$ cat config.mk
export PLATFORM = sky130hd
export DESIGN_NAME = power_reset_wake_control
export DESIGN_NICKNAME = d
export VERILOG_FILES = /design/src/hw/reset_release_sync.v /design/src/hw/wake_byte_keep.v /design/src/hw/power_reset_wake_control.v
export VERILOG_INCLUDE_DIRS = /design/src /design/src/hw
export SDC_FILE = /design/constraint.sdc
export NUM_CORES = 1
export LEC_CHECK = 0
export ABC_AREA = 1
export BUFFER_PORTS_ARGS = -buffer_cell sky130_fd_sc_hd__buf_4
export CORE_MARGIN = 5
export CORE_UTILIZATION = 54
export DETAILED_ROUTE_END_ITERATION = 16
export PLACE_DENSITY = 0.83
export SYNTH_ARGS = -nofsm -noshare
export SYNTH_HDL_FRONTEND = slang
export SYNTH_SLANG_ARGS = --single-unit
$ cat constraint.sdc
create_clock -name clk -period 1.8 [get_ports clk]
set_input_delay 0.18 -clock clk [delete_from_list [all_inputs] [get_ports clk]]
set_output_delay 0.18 -clock clk [all_outputs]
set_load 0.1 [all_outputs]
$ cat src/hw/pwr_rst_defines.vh
// Purpose: Controller constants
// Assumes: 100 MHz clk
// Notes:   Power modes, reset cause codes and wake source bit positions
`ifndef PWR_RST_DEFINES_VH
`define PWR_RST_DEFINES_VH

// Power modes
`define MODE_ACTIVE      3'h0
`define MODE_SLEEP_PG    3'h1
`define MODE_SLEEP_CG    3'h2
`define MODE_DEEP_SLEEP  3'h3
`define MODE_WAKING      3'h4

// Reset cause codes
`define CAUSE_NONE       4'h0
`define CAUSE_POR        4'h1
`define CAUSE_CHIP_EN    4'h2
`define CAUSE_BROWNOUT   4'h3
`define CAUSE_THERMAL    4'h4
`define CAUSE_DEEP_SLEEP_EXIT_RESET_EXIT  4'h5
`define CAUSE_WATCHDOG   4'h6
`define CAUSE_SYS        4'h7
`define CAUSE_DEBUG      4'h8

// Sleep wake source bits
`define SW_WLAN          0
`define SW_BT            1
`define SW_IPC           2
`define SW_TIMER         3
`define SW_PMC_TIMER     4
`define SW_UART          5
`define SW_LOG_UART      6
`define SW_GPIO          7
`define SW_ETH           8
`define SW_TOUCH         9
`define SW_CAN           10
`define SW_INDEPENDENT_WATCHDOG          11
`define SW_ADC           12
`define SW_SDIO          13
`define SW_USB           14
`define SLEEP_SRC_W      15

// Deep sleep wake source bits
`define DW_ALWAYS_ON_TIMER     0
`define DW_WAKE_PINS     1
`define DW_RTC           2
`define DW_BROWNOUT      3
`define DW_CHIP_EN       4
`define DEEP_SRC_W       5

// Serial wake FIFO depths, in bytes
`define UART_WAKE_DEPTH  64
`define LOG_WAKE_DEPTH   32

// Reset scope vector bits
`define SC_WHOLE_CHIP    0
`define SC_SYS_PERIPH    1
`define SC_INDEP_WDG     2
`define SC_I2C_PINMUX    3
`define SC_APP_CORE      4
`define SC_NET_CORE      5
`define SCOPE_W          6

// Reset release stretch, in clock cycles, and PLL count
`define RST_SYNC_STAGES  2
`define NUM_PLLS         2

`endif

$ cat src/hw/reset_release_sync.v
// Purpose: Asynchronous assert, synchronous release of one domain reset
// Assumes: hold is active high
// Notes:   Output is active low
module reset_release_sync (
   input  wire clk,
   input  wire reset_n,
   input  wire hold,
   output wire dom_reset_n
);
   reg [1:0] sync_r;
   wire      clr_n;

   assign clr_n = reset_n & ~hold;

   always @(posedge clk or negedge clr_n) begin
      if (!clr_n) begin
         sync_r <= 2'h0;
      end else begin
         sync_r <= {sync_r[0], 1'b1};
      end
   end

   assign dom_reset_n = sync_r[1];
endmodule // reset_release_sync

$ cat src/hw/wake_byte_keep.v
// Purpose: Counts wake-command bytes kept in a serial receive FIFO
// Assumes: byte_valid is a one-cycle pulse per received byte
// Notes:   Bytes past depth are lost
module wake_byte_keep #(
   parameter DEPTH = 64
) (
   input  wire       clk,
   input  wire       reset_n,
   input  wire       arm,
   input  wire       byte_valid,
   output reg        byte_keep,
   output reg  [6:0] kept_cnt_r,
   output reg        overflow_r
);
   localparam [6:0] DEPTH_C = DEPTH;

   always @* begin
      byte_keep = byte_valid & arm & (kept_cnt_r < DEPTH_C);
   end

   always @(posedge clk or negedge reset_n) begin
      if (!reset_n) begin
         kept_cnt_r <= 7'h00;
         overflow_r <= 1'b0;
      end else if (!arm) begin
         kept_cnt_r <= 7'h00;
         overflow_r <= 1'b0;
      end else if (byte_valid) begin
         if (kept_cnt_r < DEPTH_C) begin
            kept_cnt_r <= kept_cnt_r + 7'h01;
         end else begin
            overflow_r <= 1'b1;
         end
      end
   end
endmodule // wake_byte_keep

$ cat src/hw/power_reset_wake_control.v
// Purpose: Power mode sequencing, wake gating and reset scope routing
// Assumes: Supervisor comparator outputs and reset requests are async
// Notes:   Status outputs registered
`include "pwr_rst_defines.vh"

module power_reset_wake_control (
   input  wire        clk,
   input  wire        reset_n,
   input  wire        rtc_reset_n,
   input  wire        supply_above_por_hi,
   input  wire        supply_below_por_lo,
   input  wire        supply_below_bod_fall,
   input  wire        supply_above_bod_rise,
   input  wire        chip_enable,
   input  wire        brownout_disable,
   input  wire        brownout_irq_mode,
   input  wire        chip_en_irq_mode,
   input  wire        thermal_trip,
   input  wire        watchdog_req,
   input  wire        indep_watchdog_req,
   input  wire        sys_reset_req,
   input  wire        net_sys_reset_req,
   input  wire        net_watchdog_req,
   input  wire        net_reset_core_only,
   input  wire        debug_req,
   input  wire        debug_from_net,
   input  wire        debug_reset_other,
   input  wire [1:0]  sleep_req,
   input  wire [14:0] sleep_wake_in,
   input  wire [14:0] sleep_wake_en,
   input  wire [3:0]  ipc_wake_src,
   input  wire [7:0]  timer_wake_in,
   input  wire [4:0]  deep_wake_in,
   input  wire [4:0]  deep_wake_en,
   input  wire        uart_rx_byte,
   input  wire        log_rx_byte,
   input  wire [15:0] module_clk_gate,
   input  wire        cpu_pll_sel,
   input  wire        hsp_pll_sel,
   output reg  [2:0]  power_mode_r,
   output reg         brownout_irq_r,
   output reg  [3:0]  last_cause_r,
   output reg         cold_boot_r,
   output reg         core_power_on_r,
   output reg         core_clk_on_r,
   output reg         sram_retain_r,
   output reg         sram_power_on_r,
   output reg         soc_power_on_r,
   output reg         system_on_domain_power_on_r,
   output reg  [15:0] module_clk_en_r,
   output reg         cpu_clk_src_r,
   output reg         hsp_clk_src_r,
   output wire        uart_byte_keep,
   output wire        log_byte_keep,
   output wire        uart_wake_overflow,
   output wire        log_wake_overflow,
   output wire        whole_chip_reset_n,
   output wire        sys_periph_reset_n,
   output wire        indep_wdg_reset_n,
   output wire        i2c_pinmux_reset_n,
   output wire        app_core_reset_n,
   output wire        net_core_reset_n,
   output wire        rtc_dom_reset_n
);

   ////////////////////////////////////////////////////////////////////////
   // Input synchronisers: every async level passes two flops
   localparam NSYNC = 51;
   wire [NSYNC-1:0] async_in;
   reg  [NSYNC-1:0] meta_r;
   reg  [NSYNC-1:0] sync_r;

   assign async_in = {supply_above_por_hi, supply_below_por_lo,
                      supply_below_bod_fall, supply_above_bod_rise,
                      chip_enable, thermal_trip, watchdog_req,
                      indep_watchdog_req, sys_reset_req, net_sys_reset_req,
                      net_watchdog_req, debug_req, sleep_wake_in,
                      ipc_wake_src, timer_wake_in, deep_wake_in,
                      uart_rx_byte, log_rx_byte, 5'h00};

   always @(posedge clk or negedge reset_n) begin
      if (!reset_n) begin
         meta_r <= {NSYNC{1'b0}};
         sync_r <= {NSYNC{1'b0}};
      end else begin
         meta_r <= async_in;
         sync_r <= meta_r;
      end
   end

   wire        s_por_hi    = sync_r[50];
   wire        s_por_lo    = sync_r[49];
   wire        s_bod_fall  = sync_r[48];
   wire        s_bod_rise  = sync_r[47];
   wire        s_chip_en   = sync_r[46];
   wire        s_thermal   = sync_r[45];
   wire        s_wdg       = sync_r[44];
   wire        s_independent_watchdog      = sync_r[43];
   wire        s_sys       = sync_r[42];
   wire        s_net_sys   = sync_r[41];
   wire        s_net_wdg   = sync_r[40];
   wire        s_dbg       = sync_r[39];
   wire [14:0] s_sleep_src = sync_r[38:24];
   wire [3:0]  s_ipc       = sync_r[23:20];
   wire [7:0]  s_timer     = sync_r[19:12];
   wire [4:0]  s_deep_src  = sync_r[11:7];
   wire        s_uart_b    = sync_r[6];
   wire        s_log_b     = sync_r[5];
   reg         uart_b_d_r;
   reg         log_b_d_r;

   ////////////////////////////////////////////////////////////////////////
   // Supervisor hold states
   reg por_hold_r;
   reg bod_hold_r;
   reg cen_hold_r;
   wire bod_active = ~brownout_disable;

   always @(posedge clk or negedge reset_n) begin
      if (!reset_n) begin
         por_hold_r     <= 1'b1;
         bod_hold_r     <= 1'b0;
         cen_hold_r     <= 1'b0;
         brownout_irq_r <= 1'b0;
         uart_b_d_r     <= 1'b0;
         log_b_d_r      <= 1'b0;
      end else begin
         uart_b_d_r <= s_uart_b;
         log_b_d_r  <= s_log_b;
         if (s_por_lo) begin
            por_hold_r <= 1'b1;
         end else if (s_por_hi) begin
            por_hold_r <= 1'b0;
         end
         // Reset mode is the default because both controls reset low
         if (bod_active && !brownout_irq_mode && s_bod_fall) begin
            bod_hold_r <= 1'b1;
         end else if (bod_hold_r && s_bod_rise) begin
            bod_hold_r <= 1'b0;
         end
         // Level interrupt follows the comparator in interrupt mode
         brownout_irq_r <= bod_active & brownout_irq_mode & s_bod_fall;
         // Chip enable low shuts down unless it is a deep sleep wake pin
         if (!s_chip_en && !(chip_en_irq_mode &&
             power_mode_r == `MODE_DEEP_SLEEP)) begin
            cen_hold_r <= 1'b1;
         end else if (s_chip_en) begin
            cen_hold_r <= 1'b0;
         end
      end
   end

   ////////////////////////////////////////////////////////////////////////
   // Wake gating
   function sleep_allowed;
      input [14:0] src;
      input [14:0] en;
      input [3:0]  ipc;
      input [7:0]  tmr;
      input        cg;
      reg   [14:0] m;
      begin
         m = src & en;
         m[`SW_IPC]   = en[`SW_IPC] & ipc[0];
         m[`SW_TIMER] = en[`SW_TIMER] & (|tmr[3:0]);
         m[`SW_SDIO]  = m[`SW_SDIO] & cg;
         m[`SW_USB]   = m[`SW_USB] & cg;
         sleep_allowed = |m;
      end
   endfunction

   // ipc bit 0: network core to application core; other bits ignored
   wire sleep_wake = sleep_allowed(s_sleep_src, sleep_wake_en, s_ipc,
                                   s_timer, power_mode_r == `MODE_SLEEP_CG);
   wire [4:0] deep_mask = s_deep_src & deep_wake_en;
   wire deep_wake = deep_mask[`DW_ALWAYS_ON_TIMER] | deep_mask[`DW_WAKE_PINS] |
                    deep_mask[`DW_RTC] | deep_mask[`DW_BROWNOUT] |
                    (deep_mask[`DW_CHIP_EN] & chip_en_irq_mode);

   ////////////////////////////////////////////////////////////////////////
   // Power mode sequencer
   reg  [2:0] mode_nxt;
   reg        deep_sleep_exit_reset_pulse_r;

   always @* begin
      mode_nxt = power_mode_r;
      case (power_mode_r)
         `MODE_ACTIVE: begin
            case (sleep_req)
               2'h1: mode_nxt = `MODE_SLEEP_PG;
               2'h2: mode_nxt = `MODE_SLEEP_CG;
               2'h3: mode_nxt = `MODE_DEEP_SLEEP;
               default: mode_nxt = `MODE_ACTIVE;
            endcase
         end
         `MODE_SLEEP_PG, `MODE_SLEEP_CG: begin
            if (sleep_wake) mode_nxt = `MODE_ACTIVE;
         end
         `MODE_DEEP_SLEEP: begin
            if (deep_wake) mode_nxt = `MODE_WAKING;
         end
         `MODE_WAKING: mode_nxt = `MODE_ACTIVE;
         default: mode_nxt = `MODE_ACTIVE;
      endcase
   end

   always @(posedge clk or negedge reset_n) begin
      if (!reset_n) begin
         power_mode_r     <= `MODE_ACTIVE;
         deep_sleep_exit_reset_pulse_r     <= 1'b0;
         cold_boot_r      <= 1'b1;
         core_power_on_r  <= 1'b1;
         core_clk_on_r    <= 1'b1;
         sram_retain_r    <= 1'b0;
         sram_power_on_r  <= 1'b1;
         soc_power_on_r   <= 1'b1;
         system_on_domain_power_on_r <= 1'b1;
         module_clk_en_r  <= 16'hFFFF;
         cpu_clk_src_r    <= 1'b0;
         hsp_clk_src_r    <= 1'b0;
      end else begin
         power_mode_r <= mode_nxt;
         deep_sleep_exit_reset_pulse_r <= (power_mode_r == `MODE_DEEP_SLEEP) &&
                         (mode_nxt == `MODE_WAKING);
         if (power_mode_r == `MODE_WAKING) begin
            cold_boot_r <= 1'b1;
         end else if (mode_nxt == `MODE_ACTIVE &&
                      power_mode_r != `MODE_ACTIVE) begin
            cold_boot_r <= 1'b0;
         end
         core_power_on_r  <= (mode_nxt == `MODE_ACTIVE) ||
                             (mode_nxt == `MODE_SLEEP_CG);
         core_clk_on_r    <= (mode_nxt == `MODE_ACTIVE);
         sram_retain_r    <= (mode_nxt == `MODE_SLEEP_PG) ||
                             (mode_nxt == `MODE_SLEEP_CG);
         sram_power_on_r  <= (mode_nxt != `MODE_DEEP_SLEEP);
         soc_power_on_r   <= (mode_nxt != `MODE_DEEP_SLEEP) &&
                             (mode_nxt != `MODE_SLEEP_PG);
         system_on_domain_power_on_r <= (mode_nxt != `MODE_DEEP_SLEEP);
         module_clk_en_r  <= (mode_nxt == `MODE_ACTIVE) ?
                             ~module_clk_gate : 16'h0000;
         // CPU clock source changes only while the app core is halted in reset; HSP source follows hsp_pll_sel
         if (!app_core_reset_n) begin
            cpu_clk_src_r <= cpu_pll_sel;
         end
         hsp_clk_src_r <= hsp_pll_sel;
      end
   end

   ////////////////////////////////////////////////////////////////////////
   // Reset scope routing
   reg [`SCOPE_W-1:0] scope;
   reg [3:0]          cause;

   always @* begin
      scope = {`SCOPE_W{1'b0}};
      cause = `CAUSE_NONE;
      if (s_dbg) begin
         cause = `CAUSE_DEBUG;
         scope[`SC_APP_CORE] = ~debug_from_net | debug_reset_other;
         scope[`SC_NET_CORE] = debug_from_net | debug_reset_other;
         scope[`SC_SYS_PERIPH] = debug_reset_other;
      end
      if (s_net_sys || s_net_wdg) begin
         cause = s_net_sys ? `CAUSE_SYS : `CAUSE_WATCHDOG;
         scope[`SC_NET_CORE] = 1'b1;
         if (!net_reset_core_only) begin
            scope[`SC_SYS_PERIPH] = 1'b1;
            scope[`SC_INDEP_WDG]  = 1'b1;
            scope[`SC_APP_CORE]   = 1'b1;
         end
      end
      if (s_independent_watchdog || s_sys || s_wdg) begin
         cause = s_sys ? `CAUSE_SYS : `CAUSE_WATCHDOG;
         scope[`SC_SYS_PERIPH] = 1'b1;
         scope[`SC_INDEP_WDG]  = 1'b1;
         scope[`SC_APP_CORE]   = 1'b1;
         scope[`SC_NET_CORE]   = 1'b1;
      end
      if (s_thermal || bod_hold_r || deep_sleep_exit_reset_pulse_r) begin
         cause = bod_hold_r ? `CAUSE_BROWNOUT :
                 (s_thermal ? `CAUSE_THERMAL : `CAUSE_DEEP_SLEEP_EXIT_RESET_EXIT);
         scope[`SC_SYS_PERIPH] = 1'b1;
         scope[`SC_INDEP_WDG]  = 1'b1;
         scope[`SC_APP_CORE]   = 1'b1;
         scope[`SC_NET_CORE]   = 1'b1;
      end
      if (por_hold_r || cen_hold_r) begin
         cause = por_hold_r ? `CAUSE_POR : `CAUSE_CHIP_EN;
         scope = {`SCOPE_W{1'b1}};
      end
   end

   // Last cause stays sticky; power-on code is preset by reset
   always @(posedge clk or negedge reset_n) begin
      if (!reset_n) begin
         last_cause_r <= `CAUSE_POR;
      end else if (cause != `CAUSE_NONE) begin
         last_cause_r <= cause;
      end
   end

   wire [`SCOPE_W-1:0] dom_rst_n;
   genvar gi;
   generate
      for (gi = 0; gi < `SCOPE_W; gi = gi + 1) begin : g_dom
         reset_release_sync u_sync (
            .clk         (clk),
            .reset_n     (reset_n),
            .hold        (scope[gi]),
            .dom_reset_n (dom_rst_n[gi])
         );
      end
   endgenerate

   assign whole_chip_reset_n = dom_rst_n[`SC_WHOLE_CHIP];
   assign sys_periph_reset_n = dom_rst_n[`SC_SYS_PERIPH];
   assign indep_wdg_reset_n  = dom_rst_n[`SC_INDEP_WDG];
   assign i2c_pinmux_reset_n = dom_rst_n[`SC_I2C_PINMUX];
   assign app_core_reset_n   = dom_rst_n[`SC_APP_CORE];
   assign net_core_reset_n   = dom_rst_n[`SC_NET_CORE];

   // Clock domain reset ignores every other cause
   reset_release_sync u_rtc_sync (
      .clk         (clk),
      .reset_n     (rtc_reset_n),
      .hold        (1'b0),
      .dom_reset_n (rtc_dom_reset_n)
   );

   ////////////////////////////////////////////////////////////////////////
   // Serial receive wake byte keepers
   wire in_sleep = (power_mode_r == `MODE_SLEEP_PG) ||
                   (power_mode_r == `MODE_SLEEP_CG);

   wake_byte_keep #(.DEPTH(`UART_WAKE_DEPTH)) u_uart_keep (
      .clk        (clk),
      .reset_n    (reset_n),
      .arm        (in_sleep),
      .byte_valid (s_uart_b & ~uart_b_d_r),
      .byte_keep  (uart_byte_keep),
      .kept_cnt_r (),
      .overflow_r (uart_wake_overflow)
   );

   wake_byte_keep #(.DEPTH(`LOG_WAKE_DEPTH)) u_log_keep (
      .clk        (clk),
      .reset_n    (reset_n),
      .arm        (in_sleep),
      .byte_valid (s_log_b & ~log_b_d_r),
      .byte_keep  (log_byte_keep),
      .kept_cnt_r (),
      .overflow_r (log_wake_overflow)
   );

endmodule // power_reset_wake_control

==> metrics.md <==
| Metric | Value |
|---|---|
| Final hold viol count | `0` |
| CP arrival | `2.44 ns` |
| Synthesis-to-layout area growth | `57.9%` |
| Vias post-DR | `4138` |
| Bufs on Longest Clock Path | `2` |
| FF+latch count, synth | `140` |
| Sequential share of the synthesized area | `76.4%` |
| Clock Root Buffer | `clkbuf_8` |
| Core area | `0.00830 mm²` |
| DIE WIDTH | `103 µm` |
| Area share of the largest cell type after synthesis | `63.3%` |
| Die area | `0.0105 mm²` |
| Nets@finish | `700` |
| Final TNS setup | `-2.23 ns` |
| Synth warnings | `0` |
| Antenna diodes | `0` |
| Clock tree sinks | `140` |
| Die height | `103 µm` |
| Worst EP required | `2.25 ns` |
| Total gr overflow | `0` |
| Dpl ws | `0.177 ns` |
| Post-synth EDFFs | `0` |
| Final Util | `88.0%` |
| Mean routed wirelength per cell | `25.7 µm` |
| H-tree depth | `4` |
| Most frequent cells in the layout | `buf_4 (146), dfrtp_1 (114), dlygate4sd3_1 (65)` |
| Top cells by area, synth | `dfrtp_1 (63%), dfstp_2 (13%), nand2_1 (4.9%), nor2_1 (3.3%), inv_1 (3.2%)` |
| Residual DRC | `0` |
| Leakage power | `3.53 nW` |
| RSZ-0062 raised after global routing | `true` |
| Post-synthesis async set-or-reset flop share | `100%` |
| Share of cells above drive strength 1 | `41.2%` |
| WL final | `18500 µm` |
| Netlist cell types | `33` |
| Status | `complete, but fails checks` |
| Relative slew slack | `57.0%` |
| Num CTS Buffers | `17` |
| Crit-path max FO | `8` |
| Netlist Area Pre-Place | `0.00462 mm²` |
| Syn Inst Count | `367` |
| Post-route minimum period | `1.99 ns` |
| Failing checks | `setup timing` |
| Largest vdd supply drop | `0.981 mV` |
| Clock slew at the register clock pins of the worst setup and hold paths | `0.06 ns` |
| Clock skew | `0.0108 ns` |
| Type of the tightest min-delay check | `primary input to async pin` |
| First DRT Iteration DRCs | `312` |
| TritonCTS clock tree | `yes` |
| Worst-Margin Slew | `0.645 ns` |
| Mean number of vias per cell | `5.74` |
| Pin count of the biggest net entering global routing | `129` |
| Setup violators final | `21` |
| Crit. End Element | `register` |
| Period Utilization, post-route | `110%` |
| Placed wire-length estimate | `6520 µm` |
| Fin cells | `721` |
| Fmax | `503 MHz` |
| Antenna violations before repair | `0` |
| Initial core utilization | `55.7%` |
| Prevailing post-synth register cell | `dfrtp_1` |
| Global-route wire length before repair | `23700 µm` |
| Synthesized area per cell | `12.6 µm²` |
| Dominant cell type by area after synthesis | `dfrtp_1` |
| Max Cap Viol | `0` |
| GRT Util Overall | `31.6%` |
| Most common cell after layout, fill and taps aside | `buf_4` |
| Slew Viols, Final | `0` |
| Power, Total | `10.7 mW` |
| DR pass1 iterations | `5` |
| Final setup margin | `-0.187 ns` |
| Vias in the first global route | `4226` |
| RD Place Congestion | `0.777` |
| Setup CP Type | `register to register` |
| Placed Instances | `604` |
| I/O pins | `139` |
| Startpoint types | `register` |
| Rows | `33` |
| IO Port Bufs | `129` |
| PD cells | `1460 mW/mm²` |
| Final ANT Viol Nets | `0` |
| Clk Latency, worst-skew pair | `0.53 ns` |
==> metrics by stage <==
stage | hold slack (ns) | instance area, µm²
2_1_floorplan | -0.116 | 4670
6_report | 0.187 | 7300
3_3_place_gp | -0.0381 | 5760
4_1_cts | 0.0642 | 7090
3_5_place_dp | -0.0368 | 5760
5_1_grt | 0.207 | 7300
==> timing repair <==
item / 4_1_cts / 5_1_grt
pin swaps: 5 / 11
cloned: 0 / 1
hold endpoints to repair: 175 / 0
gates resized for setup: 13 / 38
hold buffers: 65 / 0
endpoints found under the setup margin: 2 / 26
buffers inserted: 10 / 9
==> power breakdown <==
group	leakage, nW	total, mW	switching (mW)	internal, mW
clock network	0.273	3.44	1.45	1.98
registers	1.66	3.80	0.222	3.58
logic	1.60	3.42	2.56	0.863
total	3.53	10.7	4.24	6.42
==> sequential cells by signal, indices dropped and copies added, names as in the netlist, 2 cells and up <==
register	count
u_uart_keep.kept_cnt_r	7
g_dom.u_sync.sync_r	10
u_rtc_sync.sync_r	2
power_mode_r	3
meta_r	37
sync_r	37
last_cause_r	4
module_clk_en_r	16
u_log_keep.kept_cnt_r	7
==> final cells by class <==
type,count,area [µm²]
sequential,140,3540
timing repair buffer,214,1810
multi-input combinational,185,1050
fill,275,1000
clock buffer,19,422
inverter,44,194
clock inverter,13,143
tap,105,131
timing repair inverter,1,8.76
==> metal layers <==
layer | global-route usage, % | share of wire, %
met4 | 12.7 | 6.2
met3 | 10.3 | 11
met5 | 0 | 0
met2 | 55.8 | 50
met1 | 35.4 | 32
==> cells by family (layout without fill, tap and decap cells) <==
kind of cell | count (synthesis) | in the layout | share of synthesized area [%]
flops | 140 | 140 | 76.4
fa+ha+maj | 2 | 2 | 0.541
simple gates | 147 | 147 | 14.7
xor+xnor | 1 | 1 | 0.189
buf+inv | 47 | 291 | 4.38
compound gates | 28 | 28 | 3.44
mux | 1 | 1 | 0.244
other cells | 1 | 6 | 0.0811
==> worst max-delay path, cell delays in order, from the launching register on <==
cell,delay [ns]
dfrtp_1,0.39
nand2_1,0.09
nand2_1,0.06
nor2_1,0.23
nand2_1,0.10
nand2_1,0.25
nand3_4,0.16
nor2_4,0.31
clkinv_8,0.16
nor2_2,0.16
==> Yosys cell counts (6+ instances only) <==
library cell	instances
nor2_4	6
dfstp_2	23
nor3_1	6
a21oi_1	13
inv_1	40
nand3_1	20
nor2_2	6
nor2_1	41
dfrtp_1	117
o21ai_0	7
nand2_1	60
==> worst paths after layout <==
path	startpoint	to	depth (start not counted)	slack [ns]
setup / recovery	sync_r[7]	module_clk_en_r[14]	9	-0.19
hold / removal	debug_from_net	g_dom[4].u_sync.sync_r[0]	4	0.19
setup reg to reg	sync_r[7]	module_clk_en_r[14]	9	-0.19
hold reg to reg	sync_r[39]	g_dom[4].u_sync.sync_r[0]	1	0.28
max in group asynchronous	cen_hold_r	g_dom[4].u_sync.sync_r[1]	7	0.27
min in group clk	sleep_req[1]	power_mode_r[1]	5	0.27
(Power assumes the default switching activity.)
